[src/hdl/scac_pkg.sv]
package scac_pkg;
  // Register indices; the byte address on the bus is four times the index.
  localparam logic [11:0] IDX_CLK  = 12'h882;  // Clock and divider configuration.
  localparam logic [11:0] IDX_MODE = 12'h884;  // Channel mode configuration.
  localparam logic [11:0] IDX_STOP = 12'h886;  // Fractional stop configuration.
  localparam logic [11:0] IDX_EV   = 12'h888;  // Event flags, write one to clear.
  localparam logic [11:0] IDX_MASK = 12'h88A;  // Event enables.
  localparam logic [11:0] IDX_STAT = 12'h88C;  // Line status, read only.
  localparam logic [11:0] IDX_TXD  = 12'h88E;  // Transmit character.
  localparam logic [11:0] IDX_RXD  = 12'h890;  // Received character.
  localparam logic [11:0] IDX_ADR  = 12'h892;  // Two match addresses.
  localparam logic [11:0] IDX_CTL  = 12'h894;  // Reject control character.
  // Clock configuration fields.
  localparam int CK_OD = 15;  // Open-drain transmit.
  localparam int CK_EXT = 14;  // Baud source pin select.
  localparam int CK_RXP = 13;  // Receive clock pick.
  localparam int CK_TXP = 12;  // Transmit clock pick.
  localparam int CK_DIV = 1;  // Low bit of divider preset.
  localparam int CK_QTR = 0;  // Prescale by four.
  // Mode fields.
  localparam int MD_TPAR = 14;  // Transmit parity kind, two bits.
  localparam int MD_RPAR = 13;  // Receive parity odd/even.
  localparam int MD_PON = 12;  // Parity on.
  localparam int MD_SUB = 10;  // Async submode, two bits.
  localparam int MD_HOLD = 9;  // Transmit hold.
  localparam int MD_WID = 8;  // Character width select.
  localparam int MD_RTS = 7;  // Request-to-send policy.
  localparam int MD_STOP2 = 6;  // Two stop bits.
  localparam int MD_DIAG = 4;  // Test path select, two bits.
  localparam int MD_RXON = 3;  // Receive on.
  localparam int MD_TXON = 2;  // Transmit on.
  localparam int MD_FAM = 0;  // Protocol family, two bits.
  localparam int SF_POS = 12;  // Fraction field position.
  localparam logic [2:0] SF_RESET = 3'h7;  // Full-length last stop.
  // Encodings.
  localparam logic [1:0] FAM_ASYNC = 2'h1;
  localparam logic [1:0] SUB_NORMAL = 2'h0;
  localparam logic [1:0] SUB_MDROP = 2'h1;
  localparam logic [1:0] SUB_DDCMP = 2'h2;
  localparam logic [1:0] SUB_AUTO = 2'h3;
  localparam logic [1:0] PAR_ODD = 2'h0;
  localparam logic [1:0] PAR_ZERO = 2'h1;
  localparam logic [1:0] PAR_EVEN = 2'h2;
  localparam logic [1:0] DG_LOOP = 2'h1;
  localparam logic [1:0] DG_ECHO = 2'h2;
  // Sixteen samples per bit; mid-bit of start is sample seven.
  localparam logic [3:0] SUB_LAST = 4'hF;
  localparam logic [3:0] SUB_MID = 4'h7;
  localparam logic [3:0] FRAC_BASE = 4'h8;
  localparam logic [7:0] IDLE_SUBS = 8'hA0;  // Ten bit times of mark.
  typedef enum logic [1:0] {TX_IDLE = 2'b01, TX_SHIFT = 2'b10} scac_tx_t;
  typedef enum logic [2:0] {RX_IDLE = 3'b001, RX_START = 3'b010, RX_BITS = 3'b100} scac_rx_t;
endpackage : scac_pkg

[src/hdl/scac_serial_channel.sv]
// Behaviour
// [RQ1] Baud source: main clock or timer pin
// [RQ2] Transmit clock: baud tick or clock pin
// [RQ3] Receive clock: baud tick or clock pin
// [RQ4] Eleven-bit down-counter loaded from preset
// [RQ5] Prescaler divides by one or four
// [RQ6] Open-drain transmit when selected
// [RQ7] Transmit parity odd, zero, even, one
// [RQ8] Parity on both directions; receive odd/even
// [RQ9] Auto multidrop matches two stored addresses
// [RQ10] Submodes normal, multidrop, DDCMP framing; DDCMP submode runs as normal
// [RQ11] Hold stops transmit after current character
// [RQ12] Seven or eight bits; bit seven zeroed
// [RQ13] Request-to-send follows pending or enable
// [RQ14] One/two stops; fractional last stop
// [RQ15] Test paths normal, loopback, echo, software; software path runs as normal
// [RQ16] Each direction runs only when enabled
// [RQ17] Protocol family; asynchronous code served
// [RQ18] Events cleared only by writing one
// [RQ19] Software clears serviced events promptly
// [RQ20] Event bits: line changes and channel events
// [RQ21] Interrupt only for enabled events
// [RQ22] Busy when character dropped, no buffer
// [RQ23] Counter reload yields one baud tick
// [RQ24] Events set even when set; sticky
module scac_serial_channel
  import scac_pkg::*;
#(
  parameter int DIV_W = 11
) (
  input  wire logic        clock,
  input  wire logic        resetn,
  input  wire logic        ce,
  input  wire logic        hsel,
  input  wire logic [31:0] haddr,
  input  wire logic [1:0]  htrans,
  input  wire logic        hwrite,
  input  wire logic [2:0]  hsize,
  input  wire logic [31:0] hwdata,
  input  wire logic        hready,
  output logic             hreadyout,
  output logic [31:0]      hrdata,
  output logic             hresp,
  input  wire logic        timer_input_pin,
  input  wire logic        tx_clock_pin,
  input  wire logic        rxd,
  input  wire logic        cts_n,
  input  wire logic        cd_n,
  output logic             txd_o,
  output logic             txd_oe_n,
  output logic             rts_n,
  output logic             irq
);
  // The divider field sits in bits 11:1 of its register.
  if (DIV_W != 11) begin : g_chk
    $error("DIV_W must be 11");
  end

  // Software-visible registers.
  logic [15:0] clk_q, mode_q;      // Clock and mode configuration.
  logic [2:0]  frac_q;             // Last stop length code.
  logic [7:0]  ev_q, mask_q;       // Events and their enables.
  logic [8:0]  txc_q;              // Pending character, bit 8 address.
  logic        txf_q;              // A character waits to be sent.
  logic [10:0] rxc_q;              // Stored character with flags.
  logic        rxf_q;              // Stored character not yet read.
  logic [15:0] adr_q;              // Two match addresses.
  logic [8:0]  ctl_q;              // Reject character and valid bit.
  logic        idle_q, cts_q, cd_q; // Quiet status and modem input history.

  // Bus data phase bookkeeping.
  logic        wr_q;               // A write data phase is due.
  logic [11:0] widx_q;             // Index of that write.

  // Field views.
  wire od = clk_q[CK_OD];
  wire [DIV_W-1:0] preset = clk_q[CK_DIV +: DIV_W];
  wire [1:0] sub = mode_q[MD_SUB +: 2];
  wire [1:0] diag = mode_q[MD_DIAG +: 2];
  wire fam_ok = mode_q[MD_FAM +: 2] == FAM_ASYNC;  // [RQ17]
  wire tx_on = mode_q[MD_TXON] && fam_ok;  // [RQ16]
  wire rx_on = mode_q[MD_RXON] && fam_ok;  // [RQ16]
  wire mdrop = sub == SUB_MDROP || sub == SUB_AUTO;  // [RQ10]
  wire extra = mdrop || mode_q[MD_PON];  // [RQ8]
  wire wide = mode_q[MD_WID];

  // Bus decode: address phase taken when selected and ready.
  wire         take = hsel && htrans[1] && hready && ce;
  wire [11:0]  aidx = haddr[13:2];
  wire         rd_rx = take && !hwrite && aidx == IDX_RXD;
  wire         wr_ok = wr_q && ce;
  wire [7:0]   ev_clr = (wr_ok && widx_q == IDX_EV) ? hwdata[7:0] : 8'h00;
  wire         wr_tx = wr_ok && widx_q == IDX_TXD;

  // Read mux; unmapped indices read zero.
  logic [31:0] rmux;
  always_comb begin
    rmux = 32'h0000_0000;
    if (aidx == IDX_CLK) rmux[15:0] = clk_q;
    else if (aidx == IDX_MODE) rmux[15:0] = mode_q;
    else if (aidx == IDX_STOP) rmux[SF_POS +: 3] = frac_q;
    else if (aidx == IDX_EV) rmux[7:0] = ev_q;
    else if (aidx == IDX_MASK) rmux[7:0] = mask_q;
    else if (aidx == IDX_STAT) rmux[2:0] = {idle_q, cd_q, cts_q};
    else if (aidx == IDX_TXD) rmux[9:0] = {txf_q, txc_q};
    else if (aidx == IDX_RXD) rmux[11:0] = {rxf_q, rxc_q};
    else if (aidx == IDX_ADR) rmux[15:0] = adr_q;
    else if (aidx == IDX_CTL) rmux[8:0] = ctl_q;
  end

  // The slave never stalls and always answers OKAY.
  assign hreadyout = 1'b1;
  assign hresp = 1'b0;

  // Address phase: capture write target, register read data.
  always_ff @(posedge clock or negedge resetn) begin
    if (!resetn) begin
      wr_q <= 1'b0;
      widx_q <= 12'h000;
      hrdata <= 32'h0000_0000;
    end else if (ce) begin
      wr_q <= take && hwrite && hsize == 3'h2;
      widx_q <= aidx;
      if (take && !hwrite) hrdata <= rmux;
    end
  end

  // Configuration writes land in the data phase.
  always_ff @(posedge clock or negedge resetn) begin
    if (!resetn) begin
      clk_q <= 16'h0000;
      mode_q <= 16'h0000;
      frac_q <= SF_RESET;  // [RQ14]
      mask_q <= 8'h00;
      adr_q <= 16'h0000;
      ctl_q <= 9'h000;
    end else if (wr_ok) begin
      if (widx_q == IDX_CLK) clk_q <= hwdata[15:0];
      else if (widx_q == IDX_MODE) mode_q <= hwdata[15:0];
      else if (widx_q == IDX_STOP) frac_q <= hwdata[SF_POS +: 3];
      else if (widx_q == IDX_MASK) mask_q <= hwdata[7:0];
      else if (widx_q == IDX_ADR) adr_q <= hwdata[15:0];
      else if (widx_q == IDX_CTL) ctl_q <= hwdata[8:0];
    end
  end

  // Baud generator: source, prescaler, down-counter.
  logic            tin_q, tx_clock_pin_q;  // Previous pin levels for edges.
  logic [1:0]      pre_q;          // Prescaler phase.
  logic [DIV_W-1:0] cnt_q;         // Divider counter.
  wire src_tick = clk_q[CK_EXT] ? (timer_input_pin && !tin_q) : 1'b1;  // [RQ1]
  wire pre_tick = src_tick && (!clk_q[CK_QTR] || pre_q == 2'h3);  // [RQ5]
  wire baud_tick = pre_tick && cnt_q == '0;  // [RQ23]
  wire tx_clock_pin_rise = tx_clock_pin && !tx_clock_pin_q;
  wire tx_tick = (clk_q[CK_TXP] ? tx_clock_pin_rise : baud_tick) && ce;  // [RQ2]
  wire rx_tick = (clk_q[CK_RXP] ? tx_clock_pin_rise : baud_tick) && ce;  // [RQ3]

  always_ff @(posedge clock or negedge resetn) begin
    if (!resetn) begin
      tin_q <= 1'b0;
      tx_clock_pin_q <= 1'b0;
      pre_q <= 2'h0;
      cnt_q <= '0;
    end else if (ce) begin
      tin_q <= timer_input_pin;
      tx_clock_pin_q <= tx_clock_pin;
      if (src_tick) pre_q <= pre_q + 2'h1;
      if (baud_tick) cnt_q <= preset;  // [RQ23]
      else if (pre_tick) cnt_q <= cnt_q - 1'b1;  // [RQ4]
    end
  end

  // Transmitter.
  scac_tx_t    tst_q;
  logic [11:0] tsh_q;   // Frame, LSB first.
  logic [3:0]  tleft_q; // Bits still to send.
  logic [3:0]  tsub_q;  // Sample within a bit.
  logic        tline_q; // Registered line level.
  wire [7:0] td = wide ? txc_q[7:0] : {1'b0, txc_q[6:0]};
  logic tpar;
  always_comb begin
    case (mode_q[MD_TPAR +: 2])  // [RQ7]
      PAR_ODD:  tpar = ~^td;
      PAR_ZERO: tpar = 1'b0;
      PAR_EVEN: tpar = ^td;
      default:  tpar = 1'b1;
    endcase
  end
  wire tx_x = mdrop ? txc_q[8] : (mode_q[MD_PON] ? tpar : 1'b1);
  wire [11:0] tframe = wide ? {2'b11, tx_x, td, 1'b0} : {3'b111, tx_x, td[6:0], 1'b0};
  wire [3:0] tbits = 4'(wide ? 9 : 8) + 4'(extra) + (mode_q[MD_STOP2] ? 4'h2 : 4'h1);  // [RQ14]
  wire [3:0] tlim = (tleft_q == 4'h1) ? FRAC_BASE + {1'b0, frac_q} : SUB_LAST;  // [RQ14]
  wire tx_start = tst_q == TX_IDLE && txf_q && tx_on && !mode_q[MD_HOLD] && tx_tick;  // [RQ11]
  wire tx_done = tst_q == TX_SHIFT && tx_tick && tsub_q == tlim && tleft_q == 4'h1;

  // Transmit state machine.
  always_ff @(posedge clock or negedge resetn) begin
    if (!resetn) begin
      tst_q <= TX_IDLE;
      tsh_q <= 12'hFFF;
      tleft_q <= 4'h0;
      tsub_q <= 4'h0;
    end else if (ce) begin
      case (tst_q)
        TX_IDLE: begin
          if (tx_start) begin
            tst_q <= TX_SHIFT;
            tsh_q <= tframe;
            tleft_q <= tbits;
            tsub_q <= 4'h0;
          end
        end
        default: begin
          if (!tx_on) tst_q <= TX_IDLE;  // [RQ16]
          else if (tx_tick && tsub_q == tlim) begin
            tsub_q <= 4'h0;
            tsh_q <= {1'b1, tsh_q[11:1]};
            tleft_q <= tleft_q - 4'h1;
            if (tleft_q == 4'h1) tst_q <= TX_IDLE;
          end else if (tx_tick) tsub_q <= tsub_q + 4'h1;
        end
      endcase
    end
  end

  // Pending character: loaded by software, taken at frame start.
  always_ff @(posedge clock or negedge resetn) begin
    if (!resetn) begin
      txc_q <= 9'h000;
      txf_q <= 1'b0;
    end else if (ce) begin
      if (wr_tx) txc_q <= hwdata[8:0];
      if (wr_tx) txf_q <= 1'b1;
      else if (tx_start) txf_q <= 1'b0;
    end
  end

  // Line drive with echo path; open-drain only pulls low.
  wire tx_bit = tst_q == TX_SHIFT ? tsh_q[0] : 1'b1;
  wire tline_d = diag == DG_ECHO ? rxd : (diag == DG_LOOP ? 1'b1 : tx_bit);  // [RQ15]
  always_ff @(posedge clock or negedge resetn) begin
    if (!resetn) tline_q <= 1'b1;
    else if (ce) tline_q <= tline_d;
  end
  assign txd_o = od ? 1'b0 : tline_q;  // [RQ6]
  assign txd_oe_n = od ? tline_q : 1'b0;  // [RQ6]
  assign rts_n = !(tx_on && (mode_q[MD_RTS] || txf_q || tst_q == TX_SHIFT));  // [RQ13]

  // Receiver; loopback feeds it from the transmit shifter.
  scac_rx_t    rst_q;
  logic [9:0]  rsh_q;   // Bits arrive at the top.
  logic [3:0]  rcnt_q;  // Bits sampled so far.
  logic [3:0]  rsub_q;  // Sample within a bit.
  logic        acc_q;   // Address matched in auto multidrop.
  wire rline = diag == DG_LOOP ? tx_bit : rxd;  // [RQ15]
  wire [3:0] rbits = 4'(wide ? 8 : 7) + 4'(extra) + 4'h1;
  wire [9:0] rsh_d = {rline, rsh_q[9:1]};
  wire [9:0] rfr = rsh_d >> (4'hA - rbits);
  wire [7:0] rdat = wide ? rfr[7:0] : {1'b0, rfr[6:0]};  // [RQ12]
  wire rx_x = rfr[wide ? 8 : 7];
  wire rstop = rfr[rbits - 4'h1];
  wire rperr = mode_q[MD_PON] && !mdrop && rx_x != (mode_q[MD_RPAR] ? ^rdat : ~^rdat);  // [RQ8]
  wire rend = rst_q == RX_BITS && rx_tick && rsub_q == SUB_LAST && rcnt_q == rbits - 4'h1;
  wire is_brk = rend && !rstop && rdat == 8'h00 && !rx_x;
  wire is_adr = rend && sub == SUB_AUTO && rx_x && !is_brk;
  wire hit = rdat == adr_q[7:0] || rdat == adr_q[15:8];  // [RQ9]
  wire is_ccr = rend && !is_brk && !is_adr && ctl_q[8] && rdat == ctl_q[7:0];
  wire deliver = rend && !is_brk && !is_adr && !is_ccr && (sub != SUB_AUTO || acc_q);  // [RQ9]
  wire busy = deliver && rxf_q && !rd_rx;  // [RQ22]
  wire store = deliver && !busy;

  // Receive state machine.
  always_ff @(posedge clock or negedge resetn) begin
    if (!resetn) begin
      rst_q <= RX_IDLE;
      rsh_q <= 10'h000;
      rcnt_q <= 4'h0;
      rsub_q <= 4'h0;
    end else if (ce) begin
      case (rst_q)
        RX_IDLE: begin
          rsub_q <= 4'h0;
          if (rx_on && rx_tick && !rline) rst_q <= RX_START;
        end
        RX_START: begin
          if (!rx_on) rst_q <= RX_IDLE;  // [RQ16]
          else if (rx_tick && rsub_q == SUB_MID) begin
            rst_q <= rline ? RX_IDLE : RX_BITS;
            rsub_q <= 4'h0;
            rcnt_q <= 4'h0;
          end else if (rx_tick) rsub_q <= rsub_q + 4'h1;
        end
        default: begin
          if (!rx_on) rst_q <= RX_IDLE;  // [RQ16]
          else if (rx_tick && rsub_q == SUB_LAST) begin
            rsh_q <= rsh_d;
            rcnt_q <= rcnt_q + 4'h1;
            rsub_q <= 4'h0;
            if (rend) rst_q <= RX_IDLE;
          end else if (rx_tick) rsub_q <= rsub_q + 4'h1;
        end
      endcase
    end
  end

  // Received character store; a new store wins over a read.
  always_ff @(posedge clock or negedge resetn) begin
    if (!resetn) begin
      rxc_q <= 11'h000;
      rxf_q <= 1'b0;
      acc_q <= 1'b0;
    end else if (ce) begin
      if (is_adr) acc_q <= hit;  // [RQ9]
      if (store) rxc_q <= {!rstop, rperr, rx_x, rdat};  // [RQ12]
      if (store) rxf_q <= 1'b1;
      else if (rd_rx) rxf_q <= 1'b0;
    end
  end

  // Line status: quiet detector and modem input history.
  logic [7:0] quiet_q;  // Samples of mark seen; status flops are declared with the registers.
  wire idle_d = quiet_q == IDLE_SUBS || cd_q;
  always_ff @(posedge clock or negedge resetn) begin
    if (!resetn) begin
      quiet_q <= 8'h00;
      idle_q <= 1'b1;  // Matches the idle level after reset, so no false change event.
      cts_q <= 1'b1;
      cd_q <= 1'b1;
    end else if (ce) begin
      if (!rline) quiet_q <= 8'h00;
      else if (rx_tick && rx_on && quiet_q != IDLE_SUBS) quiet_q <= quiet_q + 8'h01;
      idle_q <= idle_d;
      cts_q <= cts_n;
      cd_q <= cd_n;
    end
  end

  // Events: sets win over a write-one clear.
  wire [7:0] ev_set = {cts_n != cts_q, cd_n != cd_q, idle_d != idle_q, is_brk,
                       is_ccr, busy, tx_done, store};  // [RQ20]
  always_ff @(posedge clock or negedge resetn) begin
    if (!resetn) ev_q <= 8'h00;
    else if (ce) ev_q <= (ev_q & ~ev_clr) | ev_set;  // [RQ18] [RQ24]
  end
  assign irq = |(ev_q & mask_q);  // [RQ21]
endmodule : scac_serial_channel

[config.mk]
export PLATFORM = sky130hd
export DESIGN_NAME = scac_serial_channel
export DESIGN_NICKNAME = d
export VERILOG_FILES = /design/src/hdl/scac_pkg.sv /design/src/hdl/scac_serial_channel.sv
export SDC_FILE = /design/constraint.sdc
export NUM_CORES = 1
export LEC_CHECK = 0
export BUFFER_PORTS_ARGS = -buffer_cell sky130_fd_sc_hd__buf_2
export CORE_MARGIN = 8
export CORE_UTILIZATION = 35
export CTS_CLUSTER_SIZE = 28
export DETAILED_ROUTE_END_ITERATION = 6
export MAX_ROUTING_LAYER = met4
export PLACE_DENSITY = 0.54
export SYNTH_ARGS = -nofsm -noshare
export SYNTH_HDL_FRONTEND = slang
export SYNTH_SLANG_ARGS = --single-unit
[constraint.sdc]
create_clock -name clock -period 4 [get_ports clock]
set_input_delay 0.4 -clock clock [delete_from_list [all_inputs] [get_ports clock]]
set_output_delay 0.4 -clock clock [all_outputs]
set_load 0.01 [all_outputs]
==> metrics.yaml, run 1 <==
outcome: "complete, no violations"
synth_top_area_share_pct: 40.1
worstPathCellList: "nor2_1 -> ha_2 -> buf_4 -> inv_1 -> and2_1 -> a211o_1 -> ha_1 -> and4_1 -> nand4b_1 -> nand3_2 -> nor4b_4 -> buf_4 -> mux2_2"
antenna_found_initial: 0
ctsRootBufferMaster: "clkbuf_16"
ios: 118
use_met2_pct: 26.4
synth_most_common_cell: "dfrtp_1"
yosysUniqueCellTypes: 83
synth_edf_count: 0
synthArstFlopShare_pct: 100
pre_cts_slack_ps: 236
n_antenna_cell: 0
drt_iter0_drc: 668
first_pass_iters: 5
yosysTopAreaCell: "dfrtp_1"
maxSlewViolCount: 0
synth_cells: 1086
die-area_sq_um: 37300
peakVddDrop_mv: 0.242
synth_area_per_cell_sq_um: 10.1
drive_gt1_share_pct: 24.7
numCtsBuffers: 17
die-width_um: 193
clk_pin_slew_ps: 80
die_y_um: 193
power.leakage_nw: 5.58
max_freq_ghz: 0.267
grt_use_total_pct: 17.1
power.density_nw_per_um2: 362
post_drt_wl_per_cell_um: 20.3
min_period_ps: 3740
fin_crit_sh_pct: 93.6
core_region_area_sq_um: 31200
clockBufferDepth: 2
busiest_layer: "met2"
routabilityCongestion: 0.867
yosys-top-cells-count: "176 x dfrtp_1, 110 x mux2_2, 109 x nand2_1"
synth_seq_cells: 195
end_kind: "flop"
use_met1_pct: 22.9
antenna_left: 0
hold_viol_final: 0
viasPerCell: 5.43
row_count: 65
critPathSlowestCell: "dfrtp_1"
ys_seq_area_share_pct: 44.6
post_cts_buffers: 0
relSlewSlack_pct: 28.5
vias: 8498
htree_levels: 4
crit_fanout: 15
setup_tns_ps: 0
critPathRequiredTime_ps: 4320
drc: 0
worstMarginPinSlew_ps: 1070
syn_area_sq_um: 11000
cts_tree: "done"
wirelength_um: 31700
ys_warn_count: 0
finalSetupViolations: 0
grt-ovfl-total: 0
clock_sinks: 195
setup_ws_ps: 255
port_buffers: 62
nets: 1250
clock_latency_ps: 440
cts_hold_buf: 0
crit_type: "flop to flop"
grt_start_max_net_pins: 97
hpwlAfterDp_um: 23300
rsz0062_at_grt: "false"
grt_pass1_vias: 8261
min-delay-path-class: "input pin to async pin"
crit_path_max_incr_delay_ps: 420
ys.flop_type: "dfrtp_1"
start_kind: "flop"
area_growth_pct: 13.4
use_met3_pct: 2.99
drv_cap: 0
start_util_pct: 35.2
cp_common_cell: "buf_4"
skew_ps: 12.5
grt_first_pass_wirelength_um: 49200
worstPathArrival_ps: 4060
synth_area_leaders: "dfrtp_1 40%, mux2_2 11%, dfstp_2 4.5%"
[power breakdown]
part	total, mW	switching, mW	internal, mW
Sequential	2.16	0.0933	2.07
Clock	1.89	0.872	1.02
Combinational	0.460	0.289	0.171
[state kept, by name, summed over array words and instances, names as in the netlist, 4 cells and up]
name,flops
adr_q,16
clk_q,16
cnt_q,11
ctl_q,9
ev_q,8
hrdata,16
mask_q,8
mode_q,16
quiet_q,8
rcnt_q,4
rsh_q,9
rsub_q,4
rxc_q,11
tleft_q,4
tsh_q,10
tsub_q,4
txc_q,9
widx_q,12
[through the flow]
| stage | total power [mW] | instances | instance area [sq um] | util, % | hold slack [ps] |
|---|---|---|---|---|---|
| after floorplan | 2.48 | 1102 | 11100 | - | 104 |
| after global placement | 2.65 | 1533 | 11800 | 37.8 | 455 |
| after detailed placement | 2.66 | 1533 | 11800 | 37.8 | 461 |
| after CTS | 4.55 | 1565 | 12500 | 39.9 | 77.3 |
| after global routing | 4.70 | 1565 | 12500 | 39.9 | 71.4 |
| final | 4.51 | 1565 | 12500 | 39.9 | 0.325 |
[critical path: cells and delay by family (launching register included)]
family                   cells  cell delay, ps
adder cells (fa/ha/maj)      2             540
buffers and inverters        3             690
multiplexers                 1             350
AO/OA/AOI/OAI                1             380
flip-flops                   1             420
AND/OR/NAND/NOR              6            1230
[final timing paths]
path / start / endpoint / cells after the start / slack (ps)
hold / removal: resetn / rsh_q[1] / 1 / 0.3
hold reg to reg: hrdata[6] / hrdata[6] / 1 / 470
min in group clock: timer_input_pin / tin_q / 2 / 200
setup / recovery: mode_q[12] / rxc_q[1] / 13 / 260
max in group asynchronous: resetn / frac_q[1] / 2 / 2960
setup reg to reg: mode_q[12] / rxc_q[1] / 13 / 260
[per-layer routing]
| layer | vias up | part of all wire (%) |
|---|---|---|
| met3 | 33 | 4.7 |
| met4 | 0 | 2.0 |
| met2 | 212 | 46 |
| met5 | - | 0 |
| met1 | 4261 | 47 |
| li1 | 3992 | - |
[layout make-up]
type	count	area (sq um)
Fill cell	3112	18800
Multi-Input combinational cell	796	5660
Sequential cell	195	4900
Timing Repair Buffer	97	594
Tap cell	402	503
Clock buffer	17	425
Clock inverter	15	219
Inverter	43	161
[repair_timing]
| action | in CTS | in global routing |
|---|---|---|
| gates resized for setup | 0 | 1 |
| endpoints found under the setup margin | 0 | 2 |
| hold endpoints to repair | 0 | 0 |
[cell usage in the layout (no fill, tap or decap), drive strengths merged, types with 8 or more instances in the layout]
cell	synthesis	layout
nand4	15	15
nand2	109	109
dfstp	19	19
a22oi	9	9
and2	11	11
nor2	58	58
nand2b	12	12
nor2b	12	12
inv	43	49
clkbuf	37	18
dfrtp	176	176
nand3	24	24
ha	19	19
a21oi	60	60
and3	9	9
mux2	115	115
buf	31	96
xor2	18	18
a21o	8	8
a221oi	9	9
nor3	19	19
xnor2	30	30
o21ai	75	75
mux2i	35	35
conb	2	18
nor4	10	10
[cell families (layout without fill, tap and decap cells)]
logic type	Yosys count	after routing	synth area share, %
multiplexers	151	151	15.5
AO/OA/AOI/OAI	236	236	13.8
adder cells (fa/ha/maj)	20	20	2.34
AND/OR/NAND/NOR	323	323	15.3
other	2	18	0.0683
flip-flops	195	195	44.6
XOR/XNOR	48	48	3.82
buffers and inverters	111	172	4.60
Note: power is estimated with default switching activity, not from simulation.
==> run 2, diff against run 1 <==
REMOVE_ABC_BUFFERS = 1   (was unset)
==> metrics.yaml, run 2 (same netlist as run 1, synthesis figures left out) <==
outcome: "complete, no violations"  # unchanged
post_cts_buffers: 0  # unchanged
start_kind: "flop"  # unchanged
nets: 1250  # unchanged
hold-worst-slack_ps: 65.8  # was 0.325 ps
antenna_left: 0  # unchanged
maxSlewViolCount: 0  # unchanged
min_period_ps: 3740  # about the same
multi_input_area_sq_um: 5660  # about the same
end_kind: "flop"  # unchanged
final_common_cell: "dfrtp_1"  # unchanged
rsz0062_at_grt: "false"  # unchanged
n_antenna_cell: 0  # unchanged
routabilityCongestion: 0.874  # was 0.867
power_frac_clock_pct: 40.4  # was 41.9%
seqPwrFrac_pct: 49.2  # was 47.9%
fin_area_sq_um: 12400  # was 12500 sq um
wirelength_um: 31200  # was 31700 um
ios: 118  # unchanged
numCtsBuffers: 17  # unchanged
power.density_nw_per_um2: 353  # was 362 nW/um^2
finalSetupViolations: 0  # unchanged
p_switching_mw: 1.30  # was 1.25 mW
peakVddDrop_mv: 0.235  # was 0.242 mV
area_growth_pct: 13.0  # was 13.4%
die-area_sq_um: 37300  # unchanged
skew_ps: 16.3  # was 12.5 ps
cts_tree: "done"  # unchanged
ctsRootBufferMaster: "clkbuf_16"  # unchanged
num-fill-cells: 3101  # was 3112
relSlewSlack_pct: 30.1  # was 28.5%
busiest_layer: "met2"  # unchanged
use_met3_pct: 2.83  # was 2.99%
p_int_mw: 3.09  # was 3.26 mW
critPathRequiredTime_ps: 4340  # was 4320 ps
port_buffers: 62  # unchanged
post_drt_wl_per_cell_um: 19.9  # was 20.3 um
clock_latency_ps: 460  # was 440 ps
worstPathArrival_ps: 4090  # was 4060 ps
die-width_um: 193  # unchanged
power.leakage_nw: 5.57  # was 5.58 nW
grt_pass1_vias: 8429  # was 8261
hpwlAfterDp_um: 23200  # was 23300 um
worstMarginPinSlew_ps: 1050  # was 1070 ps
fin_crit_sh_pct: 93.6  # about the same
htree_levels: 4  # unchanged
switching_share_pct: 29.6  # was 27.8%
row_count: 65  # unchanged
cts_hold_buf: 0  # unchanged
start_util_pct: 35.2  # unchanged
max_freq_ghz: 0.267  # about the same
drc: 0  # unchanged
hold_viol_final: 0  # unchanged
clk_pin_slew_ps: 90  # was 80 ps
seqCellArea_sq_um: 4900  # unchanged
drv_cap: 0  # unchanged
use_met2_pct: 26.6  # was 26.4%
pwr-share-comb_pct: 10.3  # was 10.2%
vias: 8454  # was 8498
antenna_found_initial: 0  # unchanged
drive_gt1_share_pct: 24.6  # was 24.7%
grt_use_total_pct: 17.3  # was 17.1%
drt_iter0_drc: 488  # was 668
crit_fanout: 19  # was 15
grt_start_max_net_pins: 112  # was 97
first_pass_iters: 5  # unchanged
core_region_area_sq_um: 31200  # unchanged
final_util_pct: 39.8  # was 39.9%
use_met1_pct: 23.5  # was 22.9%
crit_type: "flop to flop"  # unchanged
clockBufferDepth: 2  # unchanged
layout_common_cells: "176 x dfrtp_1, 110 x mux2_2, 109 x nand2_1"  # unchanged
placed_cell_area_sq_um: 11800  # unchanged
min-delay-path-class: "input pin to async pin"  # unchanged
grt_first_pass_wirelength_um: 49800  # was 49200 um
die_y_um: 193  # unchanged
clock_sinks: 195  # unchanged
viasPerCell: 5.40  # was 5.43
cts_resized: 0  # unchanged
grt-ovfl-total: 0  # unchanged
==> run 2: metal layers <==
metal	vias up	share of wire (%)	routed length, um
li1	4014	-	-
met1	4228	49	15200
met2	180	46	14300
met3	32	3.4	1060
met4	0	1.8	550
met5	-	0	0
==> run 2: final timing paths <==
kind	slack, ps	to	cells past startpoint	from
worst max-delay path	260	rxc_q[1]	13	mode_q[12]
worst min-delay path	70	ctl_q[4]	1	resetn
worst max register to register	260	rxc_q[1]	13	mode_q[12]
worst min register to register	480	hrdata[13]	2	hrdata[13]
max in group asynchronous	3050	rst_q[0]	2	resetn
min in group clock	180	widx_q[7]	2	haddr[9]
==> run 2: area by class of cell <==
cell class	count	share of cell area (%)
multi-input cells	796	45.5
flip-flops and latches	195	39.5
repair buffers	97	4.78
well taps	402	4.05
clock buffers	17	3.42
clock inverters	15	1.47
inverters	43	1.30
==> run 2: per-stage QoR <==
stage | total power [mW] | worst slack, ps | setup TNS [ps] | std cells
after CTS | 4.43 | 264 | 0 | 1565
final | 4.39 | 257 | 0 | 1565
after global placement | 2.64 | 312 | 0 | 1533
after detailed placement | 2.65 | 296 | 0 | 1533
after global routing | 4.58 | 50.1 | 0 | 1565
after floorplan | 2.45 | -454 | -3960 | 1034
==> run 2: critical path, cell delays in order (launching register included) <==
cell and delay, ps:
dfrtp_1 420, nor2_1 310, ha_1 270, buf_4 270
inv_1 210, and2_1 190, a211o_1 390, ha_1 220
and4_1 140, nand4b_1 200, nand3_2 140, nor4b_4 290
buf_4 220, mux2_2 340
==> run 2: power by group through the flow <==
stage | clock network (mW) | logic, mW | registers (mW)
after floorplan | 0 | 0.279 | 2.17
final | 1.77 | 0.454 | 2.16
after global routing | 1.89 | 0.514 | 2.18
after detailed placement | 0 | 0.455 | 2.20
after CTS | 1.81 | 0.457 | 2.16
after global placement | 0 | 0.446 | 2.20
==> run 3, diff against run 2 <==
clock period = 3.3 ns   (was 4 ns; I/O delays follow)
==> metrics.yaml, run 3 (same netlist as run 1, synthesis figures left out) <==
outcome: "complete, no violations"  # unchanged
final_common_cell: "dfrtp_1"  # unchanged
crit_fanout: 6  # was 19
num-fill-cells: 3092  # was 3101
maxSlewViolCount: 0  # unchanged
min_delay_path_depth: 2
hold-worst-slack_ps: 129  # was 65.8 ps
core_region_area_sq_um: 31200  # unchanged
crit_path_max_incr_delay_ps: 420  # about the same
grt_use_total_pct: 17.7  # was 17.3%
drt_iter0_drc: 635  # was 488
rr_endpoint: "rxc_q[7]"  # was rxc_q[1]
grt_pass1_vias: 8690  # was 8429
power_mw: 5.33  # was 4.39 mW
post_drt_wl_per_cell_um: 19.8  # was 19.9 um
relSlewSlack_pct: 37.6  # was 30.1%
row_count: 65  # unchanged
die-width_um: 193  # unchanged
clock_latency_ps: 450  # was 460 ps
place_inst: 1579  # was 1533
fin_area_sq_um: 13100  # was 12400 sq um
grt_first_pass_wirelength_um: 51200  # was 49800 um
min_to: "widx_q[10]"
start_kind: "flop"  # unchanged
skew_ps: 20.0  # was 16.3 ps
power_frac_clock_pct: 39.9  # was 40.4%
antenna_found_initial: 0  # unchanged
nets: 1309  # was 1250
die-area_sq_um: 37300  # unchanged
worstPathArrival_ps: 3580  # was 4090 ps
start_util_pct: 35.2  # unchanged
p_int_mw: 3.78  # was 3.09 mW
stdcell_count: 1624  # was 1565
fin_crit_sh_pct: 98.8  # was 93.6%
peakVddDrop_mv: 0.300  # was 0.235 mV
hpwlAfterDp_um: 23900  # was 23200 um
grt_start_max_net_pins: 88  # was 112
clock_sinks: 195  # unchanged
critPathTopFamily: "simple AND/OR/NAND/NOR gates"  # unchanged
ff2ff_path_depth: 16  # was 13
cts_tree: "done"  # unchanged
drv_cap: 0  # unchanged
placed_cell_area_sq_um: 12200  # was 11800 sq um
min-delay-path-class: "input pin to flop"  # was input pin to async pin
p_switching_mw: 1.55  # was 1.30 mW
numCtsBuffers: 17  # unchanged
ios: 118  # unchanged
max_freq_ghz: 0.307  # was 0.267 GHz
critPathSlowestCell: "dfrtp_1"  # unchanged
clk_pin_slew_ps: 80  # was 90 ps
area_growth_pct: 19.3  # was 13.0%
vias: 8707  # was 8454
layout_common_cells: "176 x dfrtp_1, 108 x mux2_2, 106 x nand2_1"  # was 176 x dfrtp_1, 110 x mux2_2, 109 x nand2_1
pwr-share-comb_pct: 10.9  # was 10.3%
grt-ovfl-total: 0  # unchanged
critPathRequiredTime_ps: 3620  # was 4340 ps
min_period_ps: 3260  # was 3740 ps
reg2reg_from: "mode_q[12]"  # unchanged
rsz0062_at_grt: "true"  # was false
crit_type: "flop to flop"  # unchanged
seqPwrFrac_pct: 49.3  # was 49.2%
worstPathCellList: "nor2_4 -> ha_4 -> buf_12 -> buf_6 -> mux2i_4 -> nor2_2 -> a31oi_2 -> nor2_1 -> inv_1 -> ha_2 -> and4_1 -> nand4b_1 -> nand3_2 -> nor4b_4 -> buf_4 -> mux2_4"  # was nor2_1 -> ha_1 -> buf_4 -> inv_1 -> and2_1 -> a211o_1 -> ha_1 -> and4_1 -> nand4b_1 -> nand3_2 -> nor4b_4 -> buf_4 -> mux2_2
hp-start: "haddr[12]"
drive_gt1_share_pct: 30.4  # was 24.6%
drc: 0  # unchanged
routabilityCongestion: 0.886  # was 0.874
final_util_pct: 42.0  # was 39.8%
rrSetupSlack_ps: 40  # was 260 ps
clockBufferDepth: 2  # unchanged
port_buffers: 62  # unchanged
ctsRootBufferMaster: "clkbuf_16"  # unchanged
n_antenna_cell: 0  # unchanged
power.density_nw_per_um2: 406  # was 353 nW/um^2
antenna_left: 0  # unchanged
finalSetupViolations: 0  # unchanged
switching_share_pct: 29.1  # was 29.6%
power.leakage_nw: 5.89  # was 5.57 nW
crit_buf_inv: 4  # was 3
first_pass_iters: 7  # was 5
die_y_um: 193  # unchanged
end_kind: "flop"  # unchanged
htree_levels: 4  # unchanged
worstMarginPinSlew_ps: 933  # was 1050 ps
viasPerCell: 5.36  # was 5.40
wirelength_um: 32200  # was 31200 um
hold_viol_final: 0  # unchanged
run 3: cell types whose count changed in the layout (fill, tap and decap cells not counted), moves of 3 or more:
cell / previous run / this run
nor2_1: 58 / 54
nor2_2: 0 / 3
ha_2: 0 / 4
buf_12: 1 / 4
buf_4: 34 / 83
nand2_1: 109 / 106
inv_1: 43 / 40
buf_6: 0 / 5
ha_1: 19 / 11
ha_4: 0 / 4
run 3: routing by layer:
layer | share of wire [%] | global-route usage [%] | vias to the layer above
met1 | 49 | 24.2 | 4359
met2 | 46 | 27.2 | 197
li1 | - | - | 4120
met3 | 3.5 | 2.52 | 31
met5 | 0 | - | -
met4 | 1.8 | 4.62 | 0
run 3: repair_timing:
item,in CTS,in global routing
resized for setup,7,38
buffers inserted,2,9
endpoints found under the setup margin,10,14
pin swaps,4,18
hold buffers,1,0
cloned,0,1
endpoints found under the hold margin,74,0
run 3: area by class of cell:
type	instances	area, sq um	share of cell area [%]
Clock buffer	17	425	3.24
Timing Repair Buffer	156	1110	8.49
Sequential cell	195	4900	37.4
Tap cell	402	503	3.84
Inverter	43	166	1.27
Clock inverter	15	178	1.35
Multi-Input combinational cell	796	5830	44.4
run 3: power by group through the flow:
stage / sequential, mW / clock, mW / combinational, mW
2_1_floorplan: 2.64 / 0 / 0.338
3_3_place_gp: 2.66 / 0 / 0.570
3_5_place_dp: 2.67 / 0 / 0.578
4_1_cts: 2.62 / 2.18 / 0.582
5_1_grt: 2.65 / 2.26 / 0.659
6_report: 2.62 / 2.12 / 0.578
run 3: worst reg2reg max path, delay by kind of cell (launching register included):
kind            cells  cell delay (ps)
buf+inv             4              530
compound gates      1               50
simple gates        7             1250
flops               1              420
mux                 2              480
fa+ha+maj           2              400
run 3: how the worst max path moves through the flow:
| stage | cells past startpoint | startpoint | slack, ps | end |
|---|---|---|---|---|
| after detailed placement | 14 | mode_q[10] | -130 | rxc_q[1] |
| after global routing | 16 | mode_q[12] | -120 | rxc_q[4] |
| after CTS | 13 | mode_q[10] | 5 | rxc_q[1] |
| after global placement | 14 | mode_q[10] | -130 | rxc_q[1] |
| after floorplan | 12 | mode_q[8] | -1150 | rxc_q[0] |
| final | 16 | mode_q[12] | 40 | rxc_q[7] |
run 3: per-stage QoR:
step	setup WS, ps	setup TNS, ps
final	38.7	0
after global placement	-134	-958
after floorplan	-1150	-12450
after CTS	5.04	0
after detailed placement	-135	-922
after global routing	-117	-929
